`config.mk`:
```
export PLATFORM = sky130hd
export DESIGN_NAME = seq_status_bank
export DESIGN_NICKNAME = d
export VERILOG_FILES = /design/src/core/seq_status_pkg.sv /design/src/core/seq_status_bank.sv
export SDC_FILE = /design/constraint.sdc
export NUM_CORES = 1
export LEC_CHECK = 0
export ABC_AREA = 1
export BUFFER_PORTS_ARGS = -buffer_cell sky130_fd_sc_hd__buf_4
export CORE_MARGIN = 2
export CORE_UTILIZATION = 51
export DETAILED_ROUTE_END_ITERATION = 6
export GPL_ROUTABILITY_DRIVEN = 0
export MAX_ROUTING_LAYER = met4
export PLACE_DENSITY = 0.85
export SLEW_MARGIN = 20
export SYNTH_ARGS = -nofsm -noshare
export SYNTH_HDL_FRONTEND = slang
export SYNTH_SLANG_ARGS = --single-unit
export TNS_END_PERCENT = 10
```
`constraint.sdc`:
```
create_clock -name ref_clk -period 3.9 [get_ports ref_clk]
set_clock_uncertainty 0.2 [all_clocks]
set_input_delay 0.195 -clock ref_clk [delete_from_list [all_inputs] [get_ports ref_clk]]
set_output_delay 0.195 -clock ref_clk [all_outputs]
set_load 0.02 [all_outputs]
```
`src/core/seq_status_pkg.sv`:
```
// package: register map, field layout and carriers for the sequencer status and otp bank
package seq_status_pkg;

   localparam int          NUM_EN        = 12;
   localparam int          NUM_UPPER     = 4;
   localparam int          NUM_LOWER     = 8;
   localparam int          NUM_EVT       = 5;

   // register byte addresses
   localparam logic [11:0] PIN_STATUS_ADDR   = 12'h000;
   localparam logic [11:0] ENABLE_DRIVE_ADDR = 12'h004;
   localparam logic [11:0] WDOG_BIST_ADDR    = 12'h008;
   localparam logic [11:0] OTP_CONFIG_ADDR   = 12'h00c;
   localparam logic [11:0] INT_STATUS_ADDR   = 12'h010;
   localparam logic [11:0] INT_MASK_ADDR     = 12'h014;

   // pin status fields
   localparam int PS_IRQ_BIT    = 0;
   localparam int PS_RST_BIT    = 1;
   localparam int PS_SLEEP_BIT  = 2;
   localparam int PS_ACT_BIT    = 3;
   localparam int PS_SEQ_LSB    = 4;

   // enable drive fields
   localparam int ED_LOWER_LSB  = 0;
   localparam int ED_UPPER_LSB  = 8;

   // watchdog and self-test fields
   localparam int WB_OPEN_BIT   = 0;
   localparam int WB_EARLY_BIT  = 1;
   localparam int WB_EXP_BIT    = 2;
   localparam int WB_DONE_BIT   = 3;
   localparam int WB_ECC_BIT    = 4;
   localparam int WB_VM_BIT     = 5;
   localparam int WB_NVM_BIT    = 6;
   localparam int WB_LOGIC_BIT  = 7;
   localparam int WB_ANALOG_BIT = 8;

   // otp fields
   localparam int OT_ENTYPE_LSB = 0;
   localparam int OT_XTAL_BIT   = 12;
   localparam int OT_CLKPP_BIT  = 13;

   // interrupt status / mask fields
   localparam int EV_EARLY      = 0;
   localparam int EV_EXPIRED    = 1;
   localparam int EV_ECC        = 2;
   localparam int EV_DONE       = 3;
   localparam int EV_FAIL       = 4;

   localparam logic [31:0] RESET_WORD = 32'h0000_0000;
   localparam logic [NUM_EVT-1:0] MASK_RESET = 5'h00;

   typedef enum logic [2:0] {
      SEQ_SHUTDOWN    = 3'h0,
      SEQ_POWER_UP    = 3'h1,
      SEQ_POWER_DOWN  = 3'h2,
      SEQ_SLEEP       = 3'h3,
      SEQ_SLEEP_ENTRY = 3'h4,
      SEQ_SLEEP_EXIT  = 3'h5,
      SEQ_INVALID     = 3'h6,
      SEQ_ACTIVE      = 3'h7
   } seq_state_e;

   // live state of the power_sequencer, same clock
   typedef struct packed {
      seq_state_e          sequencerState;
      logic [NUM_EN-1:0]   enableDrive;
      logic                irqAsserted;
      logic                rstAsserted;
   } seq_live_s;

   // watchdog events and levels, same clock
   typedef struct packed {
      logic windowOpen;
      logic servicePulse;
      logic closeExpired;
   } wdog_live_s;

   // self-test and nvm read results, same clock
   typedef struct packed {
      logic startPulse;
      logic finishPulse;
      logic volatileFail;
      logic nonvolatileFail;
      logic logicFail;
      logic analogFail;
      logic eccCorrected;
   } selftest_live_s;

   // one-time-programmed configuration
   typedef struct packed {
      logic [NUM_EN-1:0] enableDriverType;
      logic              crystalLoadSelect;
      logic              slowclkDriverType;
   } otp_cfg_s;

endpackage : seq_status_pkg

```
`src/core/seq_status_bank.sv`:
```
// sequencer status and otp bit bank with apb register access
//
// How it works
// - irq_pin_state reads whether interrupt_out_n is currently asserted.
// - reset_pin_state reads whether reset_out_n is asserted, refreshed every cycle.
// - sleep_input_level reads the synchronised sleep request pin level.
// - activate_input_level reads the synchronised activate_input pin level.
// - sequencer_state field encodes shutdown through active plus an invalid code.
// - enable_drive_upper holds outputs 12..9, enable_drive_lower outputs 8..1.
// - watchdog window bit reads open or closed live.
// - wdog_early_service sets when serviced while the window is closed.
// - wdog_timer_expired reads whether the close timer has expired.
// - selftest_done reads one only after self-test has finished.
// - ecc bit shows single-error correction applied on nvm read.
// - separate volatile and nonvolatile self-test pass/fail bits.
// - logic self-test failure reported and drives interrupt and reset requests.
// - analog self-test failure reported and drives interrupt and reset requests.
// - each rail_enable_output driver is open-drain or push-pull per otp bit.
// - crystal load is external or internal per otp bit.
// - slow_clock_output driver is open-drain or push-pull per otp bit.
//
// The implementer's own choices: the APB register port and the register addresses.
module seq_status_bank #(
   parameter int ADDR_W = 12
) (
   // clock and reset
   input  wire logic                                 ref_clk,
   input  wire logic                                 resetn,
   // apb slave
   input  wire logic                                 psel,
   input  wire logic                                 penable,
   input  wire logic                                 pwrite,
   input  wire logic [ADDR_W-1:0]                    paddr,
   input  wire logic [31:0]                          pwdata,
   output logic      [31:0]                          prdata,
   output logic                                      pready,
   output logic                                      pslverr,
   // live sequencer, watchdog and self-test state
   input  wire seq_status_pkg::seq_live_s            seqLive,
   input  wire seq_status_pkg::wdog_live_s           wdogLive,
   input  wire seq_status_pkg::selftest_live_s       selftestLive,
   input  wire seq_status_pkg::otp_cfg_s             otpCfg,
   // asynchronous pins
   input  wire logic                                 sleepPin,
   input  wire logic                                 activatePin,
   input  wire logic                                 slowClkIn,
   // pad controls
   output logic      [seq_status_pkg::NUM_EN-1:0]    railEnOut,
   output logic      [seq_status_pkg::NUM_EN-1:0]    railEnOeN,
   output logic                                      slowClkOut,
   output logic                                      slowClkOeN,
   output logic                                      xtalInternalLoad,
   // fault requests and interrupt
   output logic                                      selftestIrqReq,
   output logic                                      selftestRstReq,
   output logic                                      irqOut
);
   import seq_status_pkg::*;

   // pin synchronisers: first stage is only read by the second
   logic [1:0] sleepSync_ff;
   logic [1:0] actSync_ff;
   logic [1:0] nxt_sleepSync;
   logic [1:0] nxt_actSync;

   always_comb begin
      nxt_sleepSync = {sleepSync_ff[0], sleepPin};
      nxt_actSync   = {actSync_ff[0], activatePin};
   end

   always_ff @(posedge ref_clk) begin
      if (!resetn) begin
         sleepSync_ff <= 2'h0;
         actSync_ff   <= 2'h0;
      end else begin
         sleepSync_ff <= nxt_sleepSync;
         actSync_ff   <= nxt_actSync;
      end
   end

   // live status capture
   logic [31:0] pinStatus_ff;
   logic [31:0] enDrive_ff;
   logic [31:0] nxt_pinStatus;
   logic [31:0] nxt_enDrive;

   always_comb begin
      nxt_pinStatus                        = RESET_WORD;
      nxt_pinStatus[PS_IRQ_BIT]            = seqLive.irqAsserted;
      nxt_pinStatus[PS_RST_BIT]            = seqLive.rstAsserted;
      nxt_pinStatus[PS_SLEEP_BIT]          = sleepSync_ff[1];
      nxt_pinStatus[PS_ACT_BIT]            = actSync_ff[1];
      nxt_pinStatus[PS_SEQ_LSB +: $bits(seq_state_e)] = seqLive.sequencerState;
      nxt_enDrive                          = RESET_WORD;
      nxt_enDrive[ED_LOWER_LSB +: NUM_LOWER] = seqLive.enableDrive[NUM_LOWER-1:0];
      nxt_enDrive[ED_UPPER_LSB +: NUM_UPPER] = seqLive.enableDrive[NUM_EN-1:NUM_LOWER];
   end

   always_ff @(posedge ref_clk) begin
      if (!resetn) begin
         pinStatus_ff <= RESET_WORD;
         enDrive_ff   <= RESET_WORD;
      end else begin
         pinStatus_ff <= nxt_pinStatus;
         enDrive_ff   <= nxt_enDrive;
      end
   end

   // watchdog status
   logic wdOpen_ff;
   logic wdEarly_ff;
   logic wdExpired_ff;
   logic nxt_wdOpen;
   logic nxt_wdEarly;
   logic nxt_wdExpired;
   logic earlyEvt;

   always_comb begin
      nxt_wdOpen    = wdogLive.windowOpen;
      nxt_wdExpired = wdogLive.closeExpired;
      earlyEvt      = wdogLive.servicePulse & ~wdogLive.windowOpen;
      // held until the next in-window service so software can still see it
      nxt_wdEarly   = wdEarly_ff;
      if (earlyEvt) begin
         nxt_wdEarly = 1'b1;
      end else if (wdogLive.servicePulse) begin
         nxt_wdEarly = 1'b0;
      end
   end

   always_ff @(posedge ref_clk) begin
      if (!resetn) begin
         wdOpen_ff    <= 1'b0;
         wdEarly_ff   <= 1'b0;
         wdExpired_ff <= 1'b0;
      end else begin
         wdOpen_ff    <= nxt_wdOpen;
         wdEarly_ff   <= nxt_wdEarly;
         wdExpired_ff <= nxt_wdExpired;
      end
   end

   // self-test results, latched at finish; only the done bit is cleared at start
   logic stDone_ff;
   logic stVm_ff;
   logic stNvm_ff;
   logic stLogic_ff;
   logic stAnalog_ff;
   logic eccSec_ff;
   logic nxt_stDone;
   logic nxt_stVm;
   logic nxt_stNvm;
   logic nxt_stLogic;
   logic nxt_stAnalog;
   logic nxt_eccSec;

   always_comb begin
      nxt_stDone   = stDone_ff;
      nxt_stVm     = stVm_ff;
      nxt_stNvm    = stNvm_ff;
      nxt_stLogic  = stLogic_ff;
      nxt_stAnalog = stAnalog_ff;
      nxt_eccSec   = eccSec_ff;
      if (selftestLive.startPulse) begin
         nxt_stDone = 1'b0;
      end
      // finish wins if both arrive together: the run has ended
      if (selftestLive.finishPulse) begin
         nxt_stDone   = 1'b1;
         nxt_stVm     = selftestLive.volatileFail;
         nxt_stNvm    = selftestLive.nonvolatileFail;
         nxt_stLogic  = selftestLive.logicFail;
         nxt_stAnalog = selftestLive.analogFail;
         nxt_eccSec   = selftestLive.eccCorrected;
      end
   end

   always_ff @(posedge ref_clk) begin
      if (!resetn) begin
         stDone_ff   <= 1'b0;
         stVm_ff     <= 1'b0;
         stNvm_ff    <= 1'b0;
         stLogic_ff  <= 1'b0;
         stAnalog_ff <= 1'b0;
         eccSec_ff   <= 1'b0;
      end else begin
         stDone_ff   <= nxt_stDone;
         stVm_ff     <= nxt_stVm;
         stNvm_ff    <= nxt_stNvm;
         stLogic_ff  <= nxt_stLogic;
         stAnalog_ff <= nxt_stAnalog;
         eccSec_ff   <= nxt_eccSec;
      end
   end

   // fault requests toward the interrupt and reset output logic
   logic stIrqReq_ff;
   logic stRstReq_ff;
   logic nxt_stIrqReq;
   logic nxt_stRstReq;

   always_comb begin
      nxt_stIrqReq = stDone_ff & (stLogic_ff | stAnalog_ff);
      nxt_stRstReq = stDone_ff & (stLogic_ff | stAnalog_ff);
   end

   always_ff @(posedge ref_clk) begin
      if (!resetn) begin
         stIrqReq_ff <= 1'b0;
         stRstReq_ff <= 1'b0;
      end else begin
         stIrqReq_ff <= nxt_stIrqReq;
         stRstReq_ff <= nxt_stRstReq;
      end
   end

   // pad drivers from otp; open-drain only pulls low and releases for high
   logic [NUM_EN-1:0] enOut_ff;
   logic [NUM_EN-1:0] enOeN_ff;
   logic [NUM_EN-1:0] nxt_enOut;
   logic [NUM_EN-1:0] nxt_enOeN;
   logic              clkOut_ff;
   logic              clkOeN_ff;
   logic              xtalLoad_ff;
   logic              nxt_clkOut;
   logic              nxt_clkOeN;
   logic              nxt_xtalLoad;

   for (genvar i = 0; i < NUM_EN; i++) begin : g_endrv
      always_comb begin
         if (otpCfg.enableDriverType[i]) begin
            nxt_enOut[i] = seqLive.enableDrive[i];
            nxt_enOeN[i] = 1'b0;
         end else begin
            nxt_enOut[i] = 1'b0;
            nxt_enOeN[i] = seqLive.enableDrive[i];
         end
      end
   end

   always_comb begin
      nxt_clkOut   = otpCfg.slowclkDriverType ? slowClkIn : 1'b0;
      nxt_clkOeN   = otpCfg.slowclkDriverType ? 1'b0 : slowClkIn;
      nxt_xtalLoad = otpCfg.crystalLoadSelect;
   end

   always_ff @(posedge ref_clk) begin
      if (!resetn) begin
         // released pads until the first cycle after reset
         enOut_ff    <= '0;
         enOeN_ff    <= '1;
         clkOut_ff   <= 1'b0;
         clkOeN_ff   <= 1'b1;
         xtalLoad_ff <= 1'b0;
      end else begin
         enOut_ff    <= nxt_enOut;
         enOeN_ff    <= nxt_enOeN;
         clkOut_ff   <= nxt_clkOut;
         clkOeN_ff   <= nxt_clkOeN;
         xtalLoad_ff <= nxt_xtalLoad;
      end
   end

   // interrupt events: rising edges of the captured conditions, early service taken straight from the live pulse
   logic                expPrev_ff;
   logic                eccPrev_ff;
   logic                donePrev_ff;
   logic [NUM_EVT-1:0]  evt;

   always_comb begin
      evt              = '0;
      evt[EV_EARLY]    = earlyEvt;
      evt[EV_EXPIRED]  = wdExpired_ff & ~expPrev_ff;
      evt[EV_ECC]      = eccSec_ff & ~eccPrev_ff;
      evt[EV_DONE]     = stDone_ff & ~donePrev_ff;
      evt[EV_FAIL]     = evt[EV_DONE] & (stVm_ff | stNvm_ff | stLogic_ff | stAnalog_ff);
   end

   always_ff @(posedge ref_clk) begin
      if (!resetn) begin
         expPrev_ff  <= 1'b0;
         eccPrev_ff  <= 1'b0;
         donePrev_ff <= 1'b0;
      end else begin
         expPrev_ff  <= wdExpired_ff;
         eccPrev_ff  <= eccSec_ff;
         donePrev_ff <= stDone_ff;
      end
   end

   // apb slave: one wait state, so every output is a flop
   logic                accessPhase;
   logic                hit;
   logic [31:0]         rdWord;
   logic                mapped;
   logic [31:0]         prdata_ff;
   logic                pready_ff;
   logic                pslverr_ff;
   logic [31:0]         nxt_prdata;
   logic                nxt_pready;
   logic                nxt_pslverr;
   logic [NUM_EVT-1:0]  intStatus_ff;
   logic [NUM_EVT-1:0]  intMask_ff;
   logic [NUM_EVT-1:0]  nxt_intStatus;
   logic [NUM_EVT-1:0]  nxt_intMask;
   logic                irq_ff;
   logic                nxt_irq;

   always_comb begin
      accessPhase = psel & penable;
      hit         = accessPhase & pready_ff;
      rdWord      = RESET_WORD;
      mapped      = 1'b1;
      unique case (paddr)
         PIN_STATUS_ADDR:   rdWord = pinStatus_ff;
         ENABLE_DRIVE_ADDR: rdWord = enDrive_ff;
         WDOG_BIST_ADDR: begin
            rdWord[WB_OPEN_BIT]   = wdOpen_ff;
            rdWord[WB_EARLY_BIT]  = wdEarly_ff;
            rdWord[WB_EXP_BIT]    = wdExpired_ff;
            rdWord[WB_DONE_BIT]   = stDone_ff;
            rdWord[WB_ECC_BIT]    = eccSec_ff;
            rdWord[WB_VM_BIT]     = stVm_ff;
            rdWord[WB_NVM_BIT]    = stNvm_ff;
            rdWord[WB_LOGIC_BIT]  = stLogic_ff;
            rdWord[WB_ANALOG_BIT] = stAnalog_ff;
         end
         OTP_CONFIG_ADDR: begin
            rdWord[OT_ENTYPE_LSB +: NUM_EN] = otpCfg.enableDriverType;
            rdWord[OT_XTAL_BIT]             = otpCfg.crystalLoadSelect;
            rdWord[OT_CLKPP_BIT]            = otpCfg.slowclkDriverType;
         end
         INT_STATUS_ADDR: rdWord[NUM_EVT-1:0] = intStatus_ff;
         INT_MASK_ADDR:   rdWord[NUM_EVT-1:0] = intMask_ff;
         default:         mapped = 1'b0;
      endcase
      // wait one cycle in access phase, then answer
      nxt_pready  = accessPhase & ~pready_ff;
      // an unmapped access returns zero data alongside the error, even for a write
      nxt_prdata  = (accessPhase & ~pready_ff & (~pwrite | ~mapped)) ? rdWord : prdata_ff;
      nxt_pslverr = accessPhase & ~pready_ff & ~mapped;
      // status and otp words take no write; reads clear nothing
      nxt_intMask = intMask_ff;
      if (hit & pwrite & (paddr == INT_MASK_ADDR)) begin
         nxt_intMask = pwdata[NUM_EVT-1:0];
      end
      // write one to clear; a new event in the same cycle wins
      nxt_intStatus = intStatus_ff;
      if (hit & pwrite & (paddr == INT_STATUS_ADDR)) begin
         nxt_intStatus = intStatus_ff & ~pwdata[NUM_EVT-1:0];
      end
      nxt_intStatus = nxt_intStatus | evt;
      nxt_irq       = |(nxt_intStatus & nxt_intMask);
   end

   always_ff @(posedge ref_clk) begin
      if (!resetn) begin
         prdata_ff    <= RESET_WORD;
         pready_ff    <= 1'b0;
         pslverr_ff   <= 1'b0;
         intStatus_ff <= '0;
         intMask_ff   <= MASK_RESET;
         irq_ff       <= 1'b0;
      end else begin
         prdata_ff    <= nxt_prdata;
         pready_ff    <= nxt_pready;
         pslverr_ff   <= nxt_pslverr;
         intStatus_ff <= nxt_intStatus;
         intMask_ff   <= nxt_intMask;
         irq_ff       <= nxt_irq;
      end
   end

   assign prdata           = prdata_ff;
   assign pready           = pready_ff;
   assign pslverr          = pslverr_ff;
   assign railEnOut        = enOut_ff;
   assign railEnOeN        = enOeN_ff;
   assign slowClkOut       = clkOut_ff;
   assign slowClkOeN       = clkOeN_ff;
   assign xtalInternalLoad = xtalLoad_ff;
   assign selftestIrqReq   = stIrqReq_ff;
   assign selftestRstReq   = stRstReq_ff;
   assign irqOut           = irq_ff;

endmodule : seq_status_bank

```
==> flow_summary.yaml <==
run_status:
  outcome: "complete, no violations"
yosys:
  synthSimpleGateAreaFrac_pct: 28.0
  synth_top_family_by_area: "simple AND/OR/NAND/NOR gates"
  netlist_top_cells_area: "dfxtp_1, nand2_1, inv_1"
  synth_xor_area_share_pct: 0
  yosysUniqueCellTypes: 28
  synth_top_area_cell: "dfxtp_1"
  synth_most_common_cell: "nand2_1"
  ys_seq_area_share_pct: 50.6
  yosys-top-cells-count: "nand2_1, dfxtp_1, inv_1, nor2_1"
  synth_compound_area_share_pct: 7.24
  synth_seq_cells: 90
  synth-edff-count: 0
  synthAdderAreaFrac_pct: 0
  synth_area_mm2: 0.00356
  synth_top_cell_area_share_pct: 50.6
  synth.area.mux_share_pct: 0
  avgSynthCellArea_um2: 7.49
  ys.flop_type: "dfxtp_1"
  syn_inst: 475
  ys_async_sr_fraction_pct: 0
  yosys_warnings: 0
setup_path:
  critPathKind: "flop to flop"
  slowest_delay_ps: 540
  arrival_ps: 2130
  crit_buf_inv: 0
  startpoint_type: "flop"
  cp_top_family: "simple AND/OR/NAND/NOR gates"
  end_kind: "flop"
  crit_required_ps: 3950
  path_max_fanout: 9
  critPathMostFrequentCell: "nand2_1"
  path_cells: "nand2_1 -> nor2_1 -> nand3_2 -> nand2_1 -> nand2_1 -> nand2_1 -> nand3_1 -> nor2_1 -> nor2_1"
  cp_slowest_cell: "nor2_1"
timing:
  hold_viol_final: 0
  setup_viol: 0
  min_period_ps: 2080
  finalMaxSlewViolations: 0
  fin_crit_sh_pct: 53.3
  fmax_mhz: 481
  rsz0062_at_grt: "no"
  tightest_slew_ps: 701
  slew_headroom_pct: 53.1
  setup_tns_ps: 0
route:
  vias: 3801
  avgViaCountPerCell: 5.25
  drtIter0Drc: 252
  first_pass_iters: 6
  wl_per_cell_um: 15.1
  wirelength_um: 11000
  route.detailed.drc: 0
  antenna_left: 0
floorplan:
  pin_count: 157
  fp.dieW_um: 87.5
  num_rows: 30
  dieArea_mm2: 0.00766
  core_area_mm2: 0.00676
  die_y_um: 87.5
  initial_core_util_pct: 52.7
power:
  vdd_ir_drop_max_mv: 0.311
  power.total_uw: 2050
  power.switching_uw: 520
  swShare_pct: 25.4
  p_comb_share_pct: 14.6
  seqPwrFrac_pct: 48.1
  p_per_area_mw_per_mm2: 396
  leakagePower_uw: 0.00265
  p_int_uw: 1530
  p_clk_share_pct: 37.3
clock_tree:
  clock_latency_ps: 370
  ctsRootBufferMaster: "clkbuf_8"
  clock_sinks: 90
  numCtsBuffers: 9
  cts_tree: "yes"
  cts_setup_buffers: 0
  cts.reportedPaths.clkPinSlew_ps: 90
  postCtsHoldBufs: 60
  cts_buffer_depth: 2
  h-tree-depth: 3
  cts_resized: 0
flow_run:
  maxCapViolCount: 0
final_layout:
  drive_gt1_share_pct: 21.7
  antennaDiodeCount: 0
  syn_to_final_growth_pct: 45.4
  fin_nets: 733
grt:
  antenna_found_initial: 0
  track_usage_pct: 30.3
  grt.overflow.total: 0
  grt_max_degree: 61
  grt_pass1_vias: 3844
  grt_pass1_wl_um: 17300
place:
  dp_hpwl_um: 6410
  portBuffers: 111
worst_hold_path:
  hp-class: "input pin to flop"
[path summary, 6_finish.rpt]
check	startpoint	to	slack, ps	cells past startpoint
worst min register to register	actSync_ff[1]	pinStatus_ff[3]	220	2
worst max-delay path	pready	irqOut	1820	9
worst max register to register	pready	irqOut	1820	9
worst min-delay path	selftestLive[5]	stVm_ff	10	3
[stage by stage]
stage          worst slack [ps]  hold slack (ps)  cells  area, um2  util [%]
2_1_floorplan              2150             88.5    492       3620         -
3_3_place_gp               1690              175    649       4340      64.2
3_5_place_dp               1670              181    649       4340      64.2
4_1_cts                    1870            0.847    724       5180      76.6
5_1_grt                    1660             52.2    724       5180      76.6
6_report                   1820             12.2    724       5180      76.6
[flip-flops by register name (all words and copies together) (netlist names), 2 cells and up]
register,cells
prdata,14
enDrive_ff,12
railEnOeN,12
railEnOut,12
pinStatus_ff,7
intMask_ff,5
intStatus_ff,5
actSync_ff,2
sleepSync_ff,2
[final cells by class]
cell class | instances | area, um2
inverters | 70 | 265
flip-flops and latches | 90 | 1800
clock inverters | 6 | 115
well taps | 80 | 100
fillers | 425 | 1580
repair buffers | 173 | 1450
multi-input cells | 296 | 1320
clock buffers | 9 | 124
[cell families (layout without fill, tap and decap cells)]
| group | count (synthesis) | count (layout) |
|---|---|---|
| compound gates | 50 | 50 |
| buf+inv | 106 | 258 |
| flops | 90 | 90 |
| other cells | 1 | 18 |
| simple gates | 228 | 228 |
[layout by cell type, fill, tap and decap left out, types with 2 or more instances in the layout]
cell           netlist  final
buf_4               21    113
nand2_1            111    111
dfxtp_1             90     90
inv_1               67     67
dlygate4sd3_1        0     60
nor2_1              53     53
o21ai_0             25     25
nand3_1             25     25
nand4_1             21     21
a21oi_1             18     18
conb_1               1     18
clkbuf_8             0      9
nor3_1               8      8
nand2_2              4      4
o21ai_1              3      3
bufinv_16            0      3
nand3_2              2      2
o211ai_1             2      2
[layer usage]
layer,vias up,GRT usage [%],part of all wire [%]
met1,1780,30.4,35
met5,-,-,0
met3,48,6.03,6.2
met2,197,54.6,55
li1,1776,-,-
met4,0,16.4,4.2
[tightest hold or removal path, delay by kind of cell]
family | cells | cell delay [ps]
buf+inv | 2 | 200
compound gates | 1 | 150
[power by group through the flow]
stage | registers, uW | logic, uW | clock network (uW)
global placement | 1010 | 232 | 0
global route | 992 | 323 | 799
CTS | 986 | 289 | 766
floorplan | 1030 | 113 | 0
finish | 987 | 299 | 765
detailed placement | 1010 | 239 | 0
Note: power is estimated with default switching activity, not from simulation.
